$ cat src/rtl/tfc_pkg.sv
package tfc_pkg;

  // ----------------------------------------------------------------
  // Clock and sample rates
  // ----------------------------------------------------------------
  localparam int CLK_HZ      = 100_000_000;
  localparam int RATE_48_HZ  = 48000;
  localparam int RATE_441_HZ = 44100;
  localparam int DIV_W       = 12;
  localparam logic [DIV_W-1:0] DIV_48  = DIV_W'(CLK_HZ / RATE_48_HZ - 1);
  localparam logic [DIV_W-1:0] DIV_441 = DIV_W'(CLK_HZ / RATE_441_HZ - 1);

  // ----------------------------------------------------------------
  // Format timing
  // ----------------------------------------------------------------
  localparam int LEAD_SEC    = 15;
  localparam int DATA_SEC    = 120;
  localparam int PREROLL_SEC = 5;
  localparam int SPINUP_MS   = 500;
  localparam int SPINUP_CYC  = CLK_HZ / 1000 * SPINUP_MS;
  localparam logic [15:0] BLINK_SAMPLES = 16'h2EE0;

  // ----------------------------------------------------------------
  // Register map and fields
  // ----------------------------------------------------------------
  localparam logic [3:0] ADDR_CTRL   = 4'h0;
  localparam logic [3:0] ADDR_STAT   = 4'h4;
  localparam logic [3:0] ADDR_TC     = 4'h8;
  localparam int         CTRL_RATE   = 0;
  localparam int         STAT_ARMED  = 3;
  localparam int         STAT_PROT   = 4;
  localparam int         STAT_OVR    = 5;
  localparam int         STAT_FS     = 6;
  localparam int         STAT_BLOCK  = 8;
  localparam logic       CTRL_RESET  = 1'h0;

  // ----------------------------------------------------------------
  // Section codes on the write head
  // ----------------------------------------------------------------
  localparam logic [1:0] SEC_NONE = 2'h0;
  localparam logic [1:0] SEC_LEAD = 2'h1;
  localparam logic [1:0] SEC_DATA = 2'h2;
  localparam logic [1:0] SEC_TIME = 2'h3;

  typedef enum logic [2:0] {
    ST_IDLE, ST_ARMED, ST_SPINUP, ST_REW_BOT, ST_REW_FO,
    ST_LEADER, ST_DATA, ST_TIMEREF
  } tfc_state_t;

endpackage

$ cat src/rtl/tfc_rate_div.sv
`timescale 1ns/1ns
module tfc_rate_div
  import tfc_pkg::*;
(
  input  wire logic clk_i,
  input  wire logic rst_i,
  input  wire logic sel_441_i,
  output logic      tick_o
);

  logic [DIV_W-1:0] cnt_r;
  logic [DIV_W-1:0] top;

  assign top = sel_441_i ? DIV_441 : DIV_48;

  // ----------------------------------------------------------------
  // One pulse per sample period
  // ----------------------------------------------------------------
  always_ff @(posedge clk_i) begin
    if (rst_i || cnt_r >= top) begin
      cnt_r <= '0;
    end else begin
      cnt_r <= cnt_r + DIV_W'(1);
    end
  end

  always_ff @(posedge clk_i) begin
    if (rst_i) begin
      tick_o <= 1'b0;
    end else begin
      tick_o <= (cnt_r >= top);
    end
  end

endmodule

$ cat src/rtl/tfc_top.sv
// Contract
// - Record with format armed first plays briefly to reach speed and check.
// - Complete format writes leader, data, then time from minus five seconds.
// - Unformatted tape off start rewinds; found formatting halts there, armed.
// - Formatted tape before time zero rewinds then formats completely.
// - Forced reformat rewind shows reformat code and flashes rewind light.
// - Formatted tape past time zero formats from the current position.
// - Extension continues time stamps from last valid stamp read.
// - Extend reads tape time after playback and formats onward from it.
// - Format key lights format steadily and flashes all eight armed lights.
// - Per-track arming keys are ignored while formatting is armed.
// - Pre-armed tracks take input audio but write only from time zero.
// - Unarmed tracks receive silence during formatting.
// - Only stop ends formatting; punch-out does not. The code also ends it on tape removal, and at end of tape while writing the time section.
// - Formatting overwrites all eight tracks.
// - Data section carries rate, 48 or 44.1 kHz; time counts samples.
// - Missing tab, sensed at insertion, blocks recording and lights protect.
// - Set-locate plus track one arm key toggles the protect override.
// - Footswitch idle level learnt at power-up decides press sense.
// - Override clears on eject or power loss.
`timescale 1ns/1ns
module tfc_top
  import tfc_pkg::*;
#(
  parameter int SPS_48      = RATE_48_HZ,
  parameter int SPS_441     = RATE_441_HZ,
  parameter int SPINUP_CYCS = SPINUP_CYC
) (
  input  wire logic        clk_i,
  input  wire logic        rst_i,
  input  wire logic        wb_cyc_i,
  input  wire logic        wb_stb_i,
  input  wire logic        wb_we_i,
  input  wire logic [3:0]  wb_adr_i,
  input  wire logic [31:0] wb_dat_i,
  input  wire logic [3:0]  wb_sel_i,
  output logic      [31:0] wb_dat_o,
  output logic             wb_ack_o,
  input  wire logic        format_key_i,
  input  wire logic        record_play_i,
  input  wire logic        play_key_i,
  input  wire logic        stop_key_i,
  input  wire logic        punch_out_i,
  input  wire logic        set_locate_i,
  input  wire logic [7:0]  track_arm_key_i,
  input  wire logic        tape_present_i,
  input  wire logic        tape_tab_i,
  input  wire logic        tape_formatted_i,
  input  wire logic        tape_at_bot_i,
  input  wire logic        tape_at_eot_i,
  input  wire logic        tape_tc_valid_i,
  input  wire logic [31:0] tape_tc_i,
  input  wire logic [1:0]  transport_footswitch_input_i,
  output logic      [1:0]  footswitch_press_o,
  output logic             xport_play_o,
  output logic             xport_rew_o,
  output logic             xport_rec_o,
  output logic      [1:0]  wr_section_o,
  output logic      [31:0] wr_tc_o,
  output logic             wr_rate_441_o,
  output logic      [7:0]  trk_overwrite_o,
  output logic      [7:0]  trk_audio_en_o,
  output logic      [7:0]  track_armed_led_o,
  output logic             format_led_o,
  output logic             protect_led_o,
  output logic             rew_led_o,
  output logic             reformat_display_code_o
);

  tfc_state_t         st_r;
  tfc_state_t         st_nxt;
  logic               rate_441_r;
  logic               ack_r;
  logic        [31:0] rdat_r;
  logic signed [31:0] tc_r;
  logic        [31:0] samp_cnt_r;
  logic        [31:0] spin_cnt_r;
  logic        [15:0] blink_cnt_r;
  logic               blink_r;
  logic        [7:0]  trk_arm_r;
  logic               prot_r;
  logic               ovr_r;
  logic               tape_prev_r;
  logic        [1:0]  fs_idle_r;
  logic               fs_seen_r;
  logic               samp_tick;
  logic               blocked;
  logic               fmt_armed;
  logic               spin_done;
  logic               sec_done;
  logic               wb_req;
  logic               ovr_key;
  logic        [31:0] sps;
  logic        [31:0] lead_len;
  logic        [31:0] data_len;
  logic        [31:0] tc_start;

  tfc_rate_div u_div (
    .clk_i     (clk_i),
    .rst_i     (rst_i),
    .sel_441_i (rate_441_r),
    .tick_o    (samp_tick)
  );

  // ----------------------------------------------------------------
  // Derived terms
  // ----------------------------------------------------------------
  assign sps       = rate_441_r ? 32'(SPS_441) : 32'(SPS_48);
  assign lead_len  = 32'(LEAD_SEC) * sps;
  assign data_len  = 32'(DATA_SEC) * sps;
  assign tc_start  = 32'(0) - 32'(PREROLL_SEC) * sps;
  assign blocked   = prot_r && !ovr_r;
  assign fmt_armed = (st_r != ST_IDLE);
  assign spin_done = (spin_cnt_r >= 32'(SPINUP_CYCS));
  assign wb_req    = wb_cyc_i && wb_stb_i && !ack_r;
  assign ovr_key   = set_locate_i && track_arm_key_i[0];

  // ----------------------------------------------------------------
  // Wishbone slave
  // ----------------------------------------------------------------
  always_ff @(posedge clk_i) begin
    if (rst_i) begin
      ack_r <= 1'b0;
    end else begin
      ack_r <= wb_req;
    end
  end

  always_ff @(posedge clk_i) begin
    if (rst_i) begin
      rate_441_r <= CTRL_RESET;
    end else if (wb_req && wb_we_i && wb_sel_i[0] && wb_adr_i == ADDR_CTRL
                 && st_r == ST_IDLE) begin
      rate_441_r <= wb_dat_i[CTRL_RATE];
    end
  end

  always_ff @(posedge clk_i) begin
    if (rst_i) begin
      rdat_r <= '0;
    end else if (wb_req) begin
      rdat_r <= '0;
      unique case (wb_adr_i)
        ADDR_CTRL: rdat_r[CTRL_RATE] <= rate_441_r;
        ADDR_STAT: begin
          rdat_r[2:0]               <= st_r;
          rdat_r[STAT_ARMED]        <= fmt_armed;
          rdat_r[STAT_PROT]         <= prot_r;
          rdat_r[STAT_OVR]          <= ovr_r;
          rdat_r[STAT_FS+1:STAT_FS] <= fs_idle_r;
          rdat_r[STAT_BLOCK]        <= blocked;
        end
        ADDR_TC:   rdat_r <= tc_r;
        default:   rdat_r <= '0;
      endcase
    end
  end

  assign wb_ack_o = ack_r;
  assign wb_dat_o = rdat_r;

  // ----------------------------------------------------------------
  // Format sequencer
  // ----------------------------------------------------------------
  always_comb begin
    st_nxt = st_r;
    unique case (st_r)
      ST_IDLE: begin
        if (format_key_i && tape_present_i && !blocked) begin
          st_nxt = ST_ARMED;
        end
      end
      ST_ARMED: begin
        if (format_key_i) begin
          st_nxt = ST_IDLE;
        end else if ((record_play_i || play_key_i) && !blocked) begin
          st_nxt = ST_SPINUP;
        end
      end
      ST_SPINUP: begin
        if (spin_done) begin
          if (!tape_formatted_i) begin
            st_nxt = tape_at_bot_i ? ST_LEADER : ST_REW_BOT;
          end else if (tape_tc_valid_i && !tape_tc_i[31]) begin
            st_nxt = ST_TIMEREF;
          end else begin
            st_nxt = ST_REW_FO;
          end
        end
      end
      ST_REW_BOT: begin
        if (tape_formatted_i) begin
          st_nxt = ST_ARMED;
        end else if (tape_at_bot_i) begin
          st_nxt = ST_LEADER;
        end
      end
      ST_REW_FO: begin
        if (tape_at_bot_i) begin
          st_nxt = ST_LEADER;
        end
      end
      ST_LEADER: begin
        if (sec_done) begin
          st_nxt = ST_DATA;
        end
      end
      ST_DATA: begin
        if (sec_done) begin
          st_nxt = ST_TIMEREF;
        end
      end
      ST_TIMEREF: begin
        if (tape_at_eot_i) begin
          st_nxt = ST_IDLE;
        end
      end
    endcase
    if (stop_key_i || !tape_present_i) begin
      st_nxt = ST_IDLE;
    end
  end

  always_ff @(posedge clk_i) begin
    if (rst_i) begin
      st_r <= ST_IDLE;
    end else begin
      st_r <= st_nxt;
    end
  end

  always_ff @(posedge clk_i) begin
    if (rst_i || st_r != ST_SPINUP) begin
      spin_cnt_r <= '0;
    end else if (!spin_done) begin
      spin_cnt_r <= spin_cnt_r + 32'(1);
    end
  end

  assign sec_done = samp_tick &&
                    (samp_cnt_r + 32'(1) >=
                     ((st_r == ST_LEADER) ? lead_len : data_len));

  always_ff @(posedge clk_i) begin
    if (rst_i || st_nxt != st_r) begin
      samp_cnt_r <= '0;
    end else if (samp_tick) begin
      samp_cnt_r <= samp_cnt_r + 32'(1);
    end
  end

  // ----------------------------------------------------------------
  // Time reference
  // ----------------------------------------------------------------
  always_ff @(posedge clk_i) begin
    if (rst_i) begin
      tc_r <= '0;
    end else if (st_r == ST_SPINUP && st_nxt == ST_TIMEREF) begin
      tc_r <= tape_tc_i;
    end else if (st_r == ST_DATA && st_nxt == ST_TIMEREF) begin
      tc_r <= tc_start;
    end else if (st_r == ST_TIMEREF && samp_tick) begin
      tc_r <= tc_r + 32'sd1;
    end
  end

  // ----------------------------------------------------------------
  // Write protect and override
  // ----------------------------------------------------------------
  always_ff @(posedge clk_i) begin
    if (rst_i) begin
      tape_prev_r <= 1'b0;
    end else begin
      tape_prev_r <= tape_present_i;
    end
  end

  always_ff @(posedge clk_i) begin
    if (rst_i || !tape_present_i) begin
      prot_r <= 1'b0;
    end else if (!tape_prev_r) begin
      prot_r <= !tape_tab_i;
    end
  end

  always_ff @(posedge clk_i) begin
    if (rst_i || !tape_present_i) begin
      ovr_r <= 1'b0;
    end else if (ovr_key) begin
      ovr_r <= !ovr_r;
    end
  end

  // ----------------------------------------------------------------
  // Track arming and indicators
  // ----------------------------------------------------------------
  // keys ignored while armed
  always_ff @(posedge clk_i) begin
    if (rst_i) begin
      trk_arm_r <= '0;
    end else if (!fmt_armed && !set_locate_i) begin
      trk_arm_r <= trk_arm_r ^ track_arm_key_i;
    end
  end

  always_ff @(posedge clk_i) begin
    if (rst_i) begin
      blink_cnt_r <= '0;
      blink_r     <= 1'b0;
    end else if (samp_tick) begin
      if (blink_cnt_r >= BLINK_SAMPLES) begin
        blink_cnt_r <= '0;
        blink_r     <= !blink_r;
      end else begin
        blink_cnt_r <= blink_cnt_r + 16'h0001;
      end
    end
  end

  genvar g;
  generate
    for (g = 0; g < 8; g++) begin : g_trk
      always_ff @(posedge clk_i) begin
        if (rst_i) begin
          track_armed_led_o[g] <= 1'b0;
          trk_audio_en_o[g]    <= 1'b0;
        end else begin
          track_armed_led_o[g] <= (fmt_armed || trk_arm_r[g]) && blink_r;
          trk_audio_en_o[g]    <= trk_arm_r[g] && st_r == ST_TIMEREF &&
                                  !tc_r[31];
        end
      end
    end
  endgenerate

  always_ff @(posedge clk_i) begin
    if (rst_i) begin
      format_led_o            <= 1'b0;
      protect_led_o           <= 1'b0;
      rew_led_o               <= 1'b0;
      reformat_display_code_o <= 1'b0;
    end else begin
      format_led_o  <= fmt_armed ||
                       (tape_present_i && !tape_formatted_i && blink_r);
      protect_led_o <= blocked;
      reformat_display_code_o <= (st_r == ST_REW_FO);
      rew_led_o     <= (st_r == ST_REW_BOT) ||
                       (st_r == ST_REW_FO && blink_r);
    end
  end

  // ----------------------------------------------------------------
  // Transport and head outputs
  // ----------------------------------------------------------------
  always_ff @(posedge clk_i) begin
    if (rst_i) begin
      xport_play_o    <= 1'b0;
      xport_rew_o     <= 1'b0;
      xport_rec_o     <= 1'b0;
      wr_section_o    <= SEC_NONE;
      wr_tc_o         <= '0;
      wr_rate_441_o   <= 1'b0;
      trk_overwrite_o <= '0;
    end else begin
      xport_play_o  <= st_r inside {ST_SPINUP, ST_LEADER, ST_DATA,
                                    ST_TIMEREF};
      xport_rew_o   <= st_r inside {ST_REW_BOT, ST_REW_FO};
      xport_rec_o   <= st_r inside {ST_LEADER, ST_DATA, ST_TIMEREF};
      trk_overwrite_o <= {8{st_r inside {ST_LEADER, ST_DATA, ST_TIMEREF}}};
      unique case (st_r)
        ST_LEADER:  wr_section_o <= SEC_LEAD;
        ST_DATA:    wr_section_o <= SEC_DATA;
        ST_TIMEREF: wr_section_o <= SEC_TIME;
        default:    wr_section_o <= SEC_NONE;
      endcase
      wr_rate_441_o <= rate_441_r;
      wr_tc_o       <= tc_r;
    end
  end

  // ----------------------------------------------------------------
  // Footswitch polarity
  // ----------------------------------------------------------------
  // learn idle level once
  always_ff @(posedge clk_i) begin
    if (rst_i) begin
      fs_seen_r <= 1'b0;
      fs_idle_r <= '0;
    end else if (!fs_seen_r) begin
      fs_seen_r <= 1'b1;
      fs_idle_r <= transport_footswitch_input_i;
    end
  end

  always_ff @(posedge clk_i) begin
    if (rst_i) begin
      footswitch_press_o <= '0;
    end else begin
      footswitch_press_o <= fs_seen_r ?
                            (transport_footswitch_input_i ^ fs_idle_r) : '0;
    end
  end
endmodule

$ cat config.mk
export PLATFORM = sky130hd
export DESIGN_NAME = tfc_top
export DESIGN_NICKNAME = d
export VERILOG_FILES = /design/src/rtl/tfc_pkg.sv /design/src/rtl/tfc_rate_div.sv /design/src/rtl/tfc_top.sv
export SDC_FILE = /design/constraint.sdc
export NUM_CORES = 1
export LEC_CHECK = 0
export BUFFER_PORTS_ARGS = -buffer_cell sky130_fd_sc_hd__buf_2
export CELL_PAD_IN_SITES_DETAIL_PLACEMENT = 1
export CELL_PAD_IN_SITES_GLOBAL_PLACEMENT = 1
export CORE_ASPECT_RATIO = 1.1
export CORE_MARGIN = 5
export CORE_UTILIZATION = 34
export DETAILED_ROUTE_END_ITERATION = 6
export GPL_ROUTABILITY_DRIVEN = 0
export PLACE_DENSITY_LB_ADDON = 0.1
export SLEW_MARGIN = 10
export SYNTH_ARGS = -nofsm -noshare
export SYNTH_HDL_FRONTEND = slang
export SYNTH_SLANG_ARGS = --single-unit
$ cat constraint.sdc
create_clock -name clk_i -period 6.77 [get_ports clk_i]
set_input_delay 2.031 -clock clk_i [delete_from_list [all_inputs] [get_ports clk_i]]
set_output_delay 2.031 -clock clk_i [all_outputs]
set_load 0.01 [all_outputs]
==> impl_metrics.tcl <==
set metrics [dict create \
    status "finished, final reports clean" \
    antenna_left 0 \
    cts-resized-gates 0 \
    ys_seq_area_share_pct 41.3 \
    synthAdderAreaFrac_pct 3.92 \
    crit_required_ns 7.23 \
    max_freq_ghz 0.194 \
    setup_viol 0 \
    ys_warn_count 0 \
    path_class "reg2reg" \
    netSwitchingPower_w 0.000742 \
    route.final.wire_length_mm 33.7 \
    synthArstFlopShare_pct 0 \
    drt_first_pass_iters 4 \
    syn_area_per_cell_um2 8.76 \
    fp.dieW_um 185 \
    layout_commonest_cell "dfxtp_1" \
    drc_errors 0 \
    synth_compound_area_share_pct 14.3 \
    cts_sinks 237 \
    synth_top_family_by_area "simple AND/OR/NAND/NOR gates" \
    p_int_w 0.00254 \
    end_kind "register" \
    critPathSlowestCell "dfxtp_1" \
    hold_path.class "reg2reg" \
    worstSkewPairLatency_ns 0.54 \
    finalHoldViolCount 0 \
    rsz0062_at_grt "no" \
    worst_pin_slew_ns 1.02 \
    ys.flop_type "dfxtp_1" \
    synth.cell_area_um2 11500 \
    pwr-share-comb_pct 4.7 \
    core-area_um2 33400 \
    ys_types 75 \
    final_layout_size_suffix_gt1_share_pct 19.2 \
    nFillCells 3930 \
    cts_buffer_depth 3 \
    routed_via_density 5.21 \
    synth.area.mux_share_pct 1.48 \
    cts_hold_buf 0 \
    grt_max_degree 57 \
    p_per_area_nw_per_um2 241 \
    period_needed_ns 5.16 \
    grt_antenna_before_repair 0 \
    cts_tree "built" \
    synth_cells 1313 \
    cts_buffers 28 \
    crit_path_max_incr_delay_ns 0.71 \
    maxCapViolCount 0 \
    synthSimpleGateAreaFrac_pct 24.8 \
    io_pins 200 \
    io_buffers 164 \
    postCtsSetupBuffers 0 \
    holdWs_ns 0.453 \
    path_common_cell "ha_1" \
    grt_pass1_vias 9914 \
    htree_levels 1 \
    crit_arrival_ns 5.62 \
    worstPathMaxFanout 24 \
    syn_nets 1448 \
    drv_slew 0 \
    cts_root_buffer "clkbuf_16" \
    path_cells "nand2_1 > nor2_1 > inv_1 > ha_1 > ha_1 > a21oi_1 > a31oi_1 > a2111oi_0 > o31ai_1 > a2bb2oi_1 > a31o_4 > a21o_1 > buf_4 > o211ai_1 > a221oi_2" \
    clk_pin_slew_ns 0.06 \
    start_util_pct 34.5 \
    grt_pass1_wl_mm 53.6 \
    dieArea_um2 37600 \
    clkPwrFrac_pct 51.2 \
    synth_seq_cells 237 \
    chipHeight_um 203 \
    synth_xor_area_share_pct 9.44 \
    seq_power_share_pct 44.1 \
    dp_hpwl_mm 23.4 \
    synth_edf_count 0 \
    cellLeakagePower_nw 5.44 \
    worst_clock_skew_ns 0.0130 \
    diodes 0 \
    max_slew_margin_pct 31.8 \
    power_switching_share_pct 22.6 \
    final_cell_area_um2 13600 \
    drt_iter0_markers 432 \
    gr-total-overflow 0 \
    num_rows 70 \
    vias 9830 \
    layout_common_cells "dfxtp_1 (237), buf_2 (163), nor2_1 (140), nand2_1 (122), xor2_1 (84)" \
    post_drt_wl_per_cell_um 17.9 \
    syn_to_final_growth_pct 18.5 \
    critPathLaunchType "register" \
    grt_usage_pct 17.2 \
    nets 1567 \
    fin_tns_setup_ns 0 \
    ir_drop_mv 0.160 \
    fin_crit_sh_pct 76.2 \
    placed_cell_area_um2 12600 \
]
[cell usage after synthesis, drive strengths merged (19+ instances only)]
cell type	count	area, um^2
dfxtp	237	4740
nor2	141	529
nand2	123	464
xor2	85	744
nand3	73	365
nor3	56	295
clkbuf	53	199
a21oi	46	241
nand4	46	300
xnor2	39	342
buf	38	240
ha	36	450
inv	31	116
and3	26	163
nor2b	26	163
and2	24	150
a31oi	23	159
a221oi	19	210
[worst max-delay path, delay by kind of cell (launching register included)]
kind	cells	cell delay (ns)
AOI/OAI and AO/OA	9	2.40
adders and majority gates	2	0.60
buffers and inverters	2	0.59
DFF	1	0.71
and+or+nand+nor	2	0.75
[worst paths after layout]
kind	from	endpoint	slack, ns	depth (start not counted)
max	st_r[2]	tc_r[11]	1.61	15
min	wb_dat_o[9]	wb_dat_o[9]	0.45	2
max reg2reg	st_r[2]	tc_r[11]	1.61	15
min reg2reg	wb_dat_o[9]	wb_dat_o[9]	0.45	2
[power by group through the flow]
stage	Clock (W)	Sequential (W)	Combinational [W]
2_1_floorplan	0	0.00147	0.0000886
3_3_place_gp	0	0.00148	0.000153
3_5_place_dp	0	0.00148	0.000155
4_1_cts	0.00174	0.00145	0.000156
5_1_grt	0.00180	0.00145	0.000168
6_report	0.00168	0.00145	0.000153
[per-layer routing]
| layer | vias up | wire length (um) | part of all wire (%) | track usage, % |
|---|---|---|---|---|
| met2 | 134 | 16300 | 48 | 29.7 |
| met3 | 40 | 1260 | 3.8 | 2.28 |
| met5 | - | 0 | 0 | 0 |
| met4 | 0 | 591 | 1.8 | 3.78 |
| met1 | 4799 | 15500 | 46 | 22.8 |
| li1 | 4857 | - | - | - |
[per-stage QoR]
stage                     util [%]  worst slack [ns]  total power [W]  cells
final                         40.8              1.61          0.00328   1885
after global routing          40.8              1.15          0.00342   1885
after CTS                     40.8              1.53          0.00335   1885
after detailed placement      37.7              1.57          0.00164   1834
after global placement        37.7              1.60          0.00163   1834
after floorplan                  -              2.52          0.00156   1313
[logic make-up after synthesis]
logic type,Yosys count
compound gates,204
flops,237
xor+xnor,124
fa+ha+maj,36
buf+inv,123
simple gates,572
mux,17
[sequential cells by signal, summed over array words and instances, names as in the netlist, 2 cells and up]
register	count
blink_cnt_r	16
footswitch_press_o	2
fs_idle_r	2
samp_cnt_r	32
spin_cnt_r	32
st_r	3
tc_r	32
track_armed_led_o	8
trk_arm_r	8
trk_audio_en_o	8
u_div.cnt_r	12
wb_dat_o	32
wr_section_o	2
wr_tc_o	32
[layout make-up]
class	count	area (um^2)	share of cell area [%]
Multi-Input combinational cell	953	6240	45.8
Clock buffer	39	853	6.26
Clock inverter	12	189	1.39
Sequential cell	237	4740	34.8
Inverter	32	120	0.881
Tap cell	432	541	3.97
Timing Repair Buffer	180	943	6.92
No activity file was read; power rests on OpenSTA's default activity.
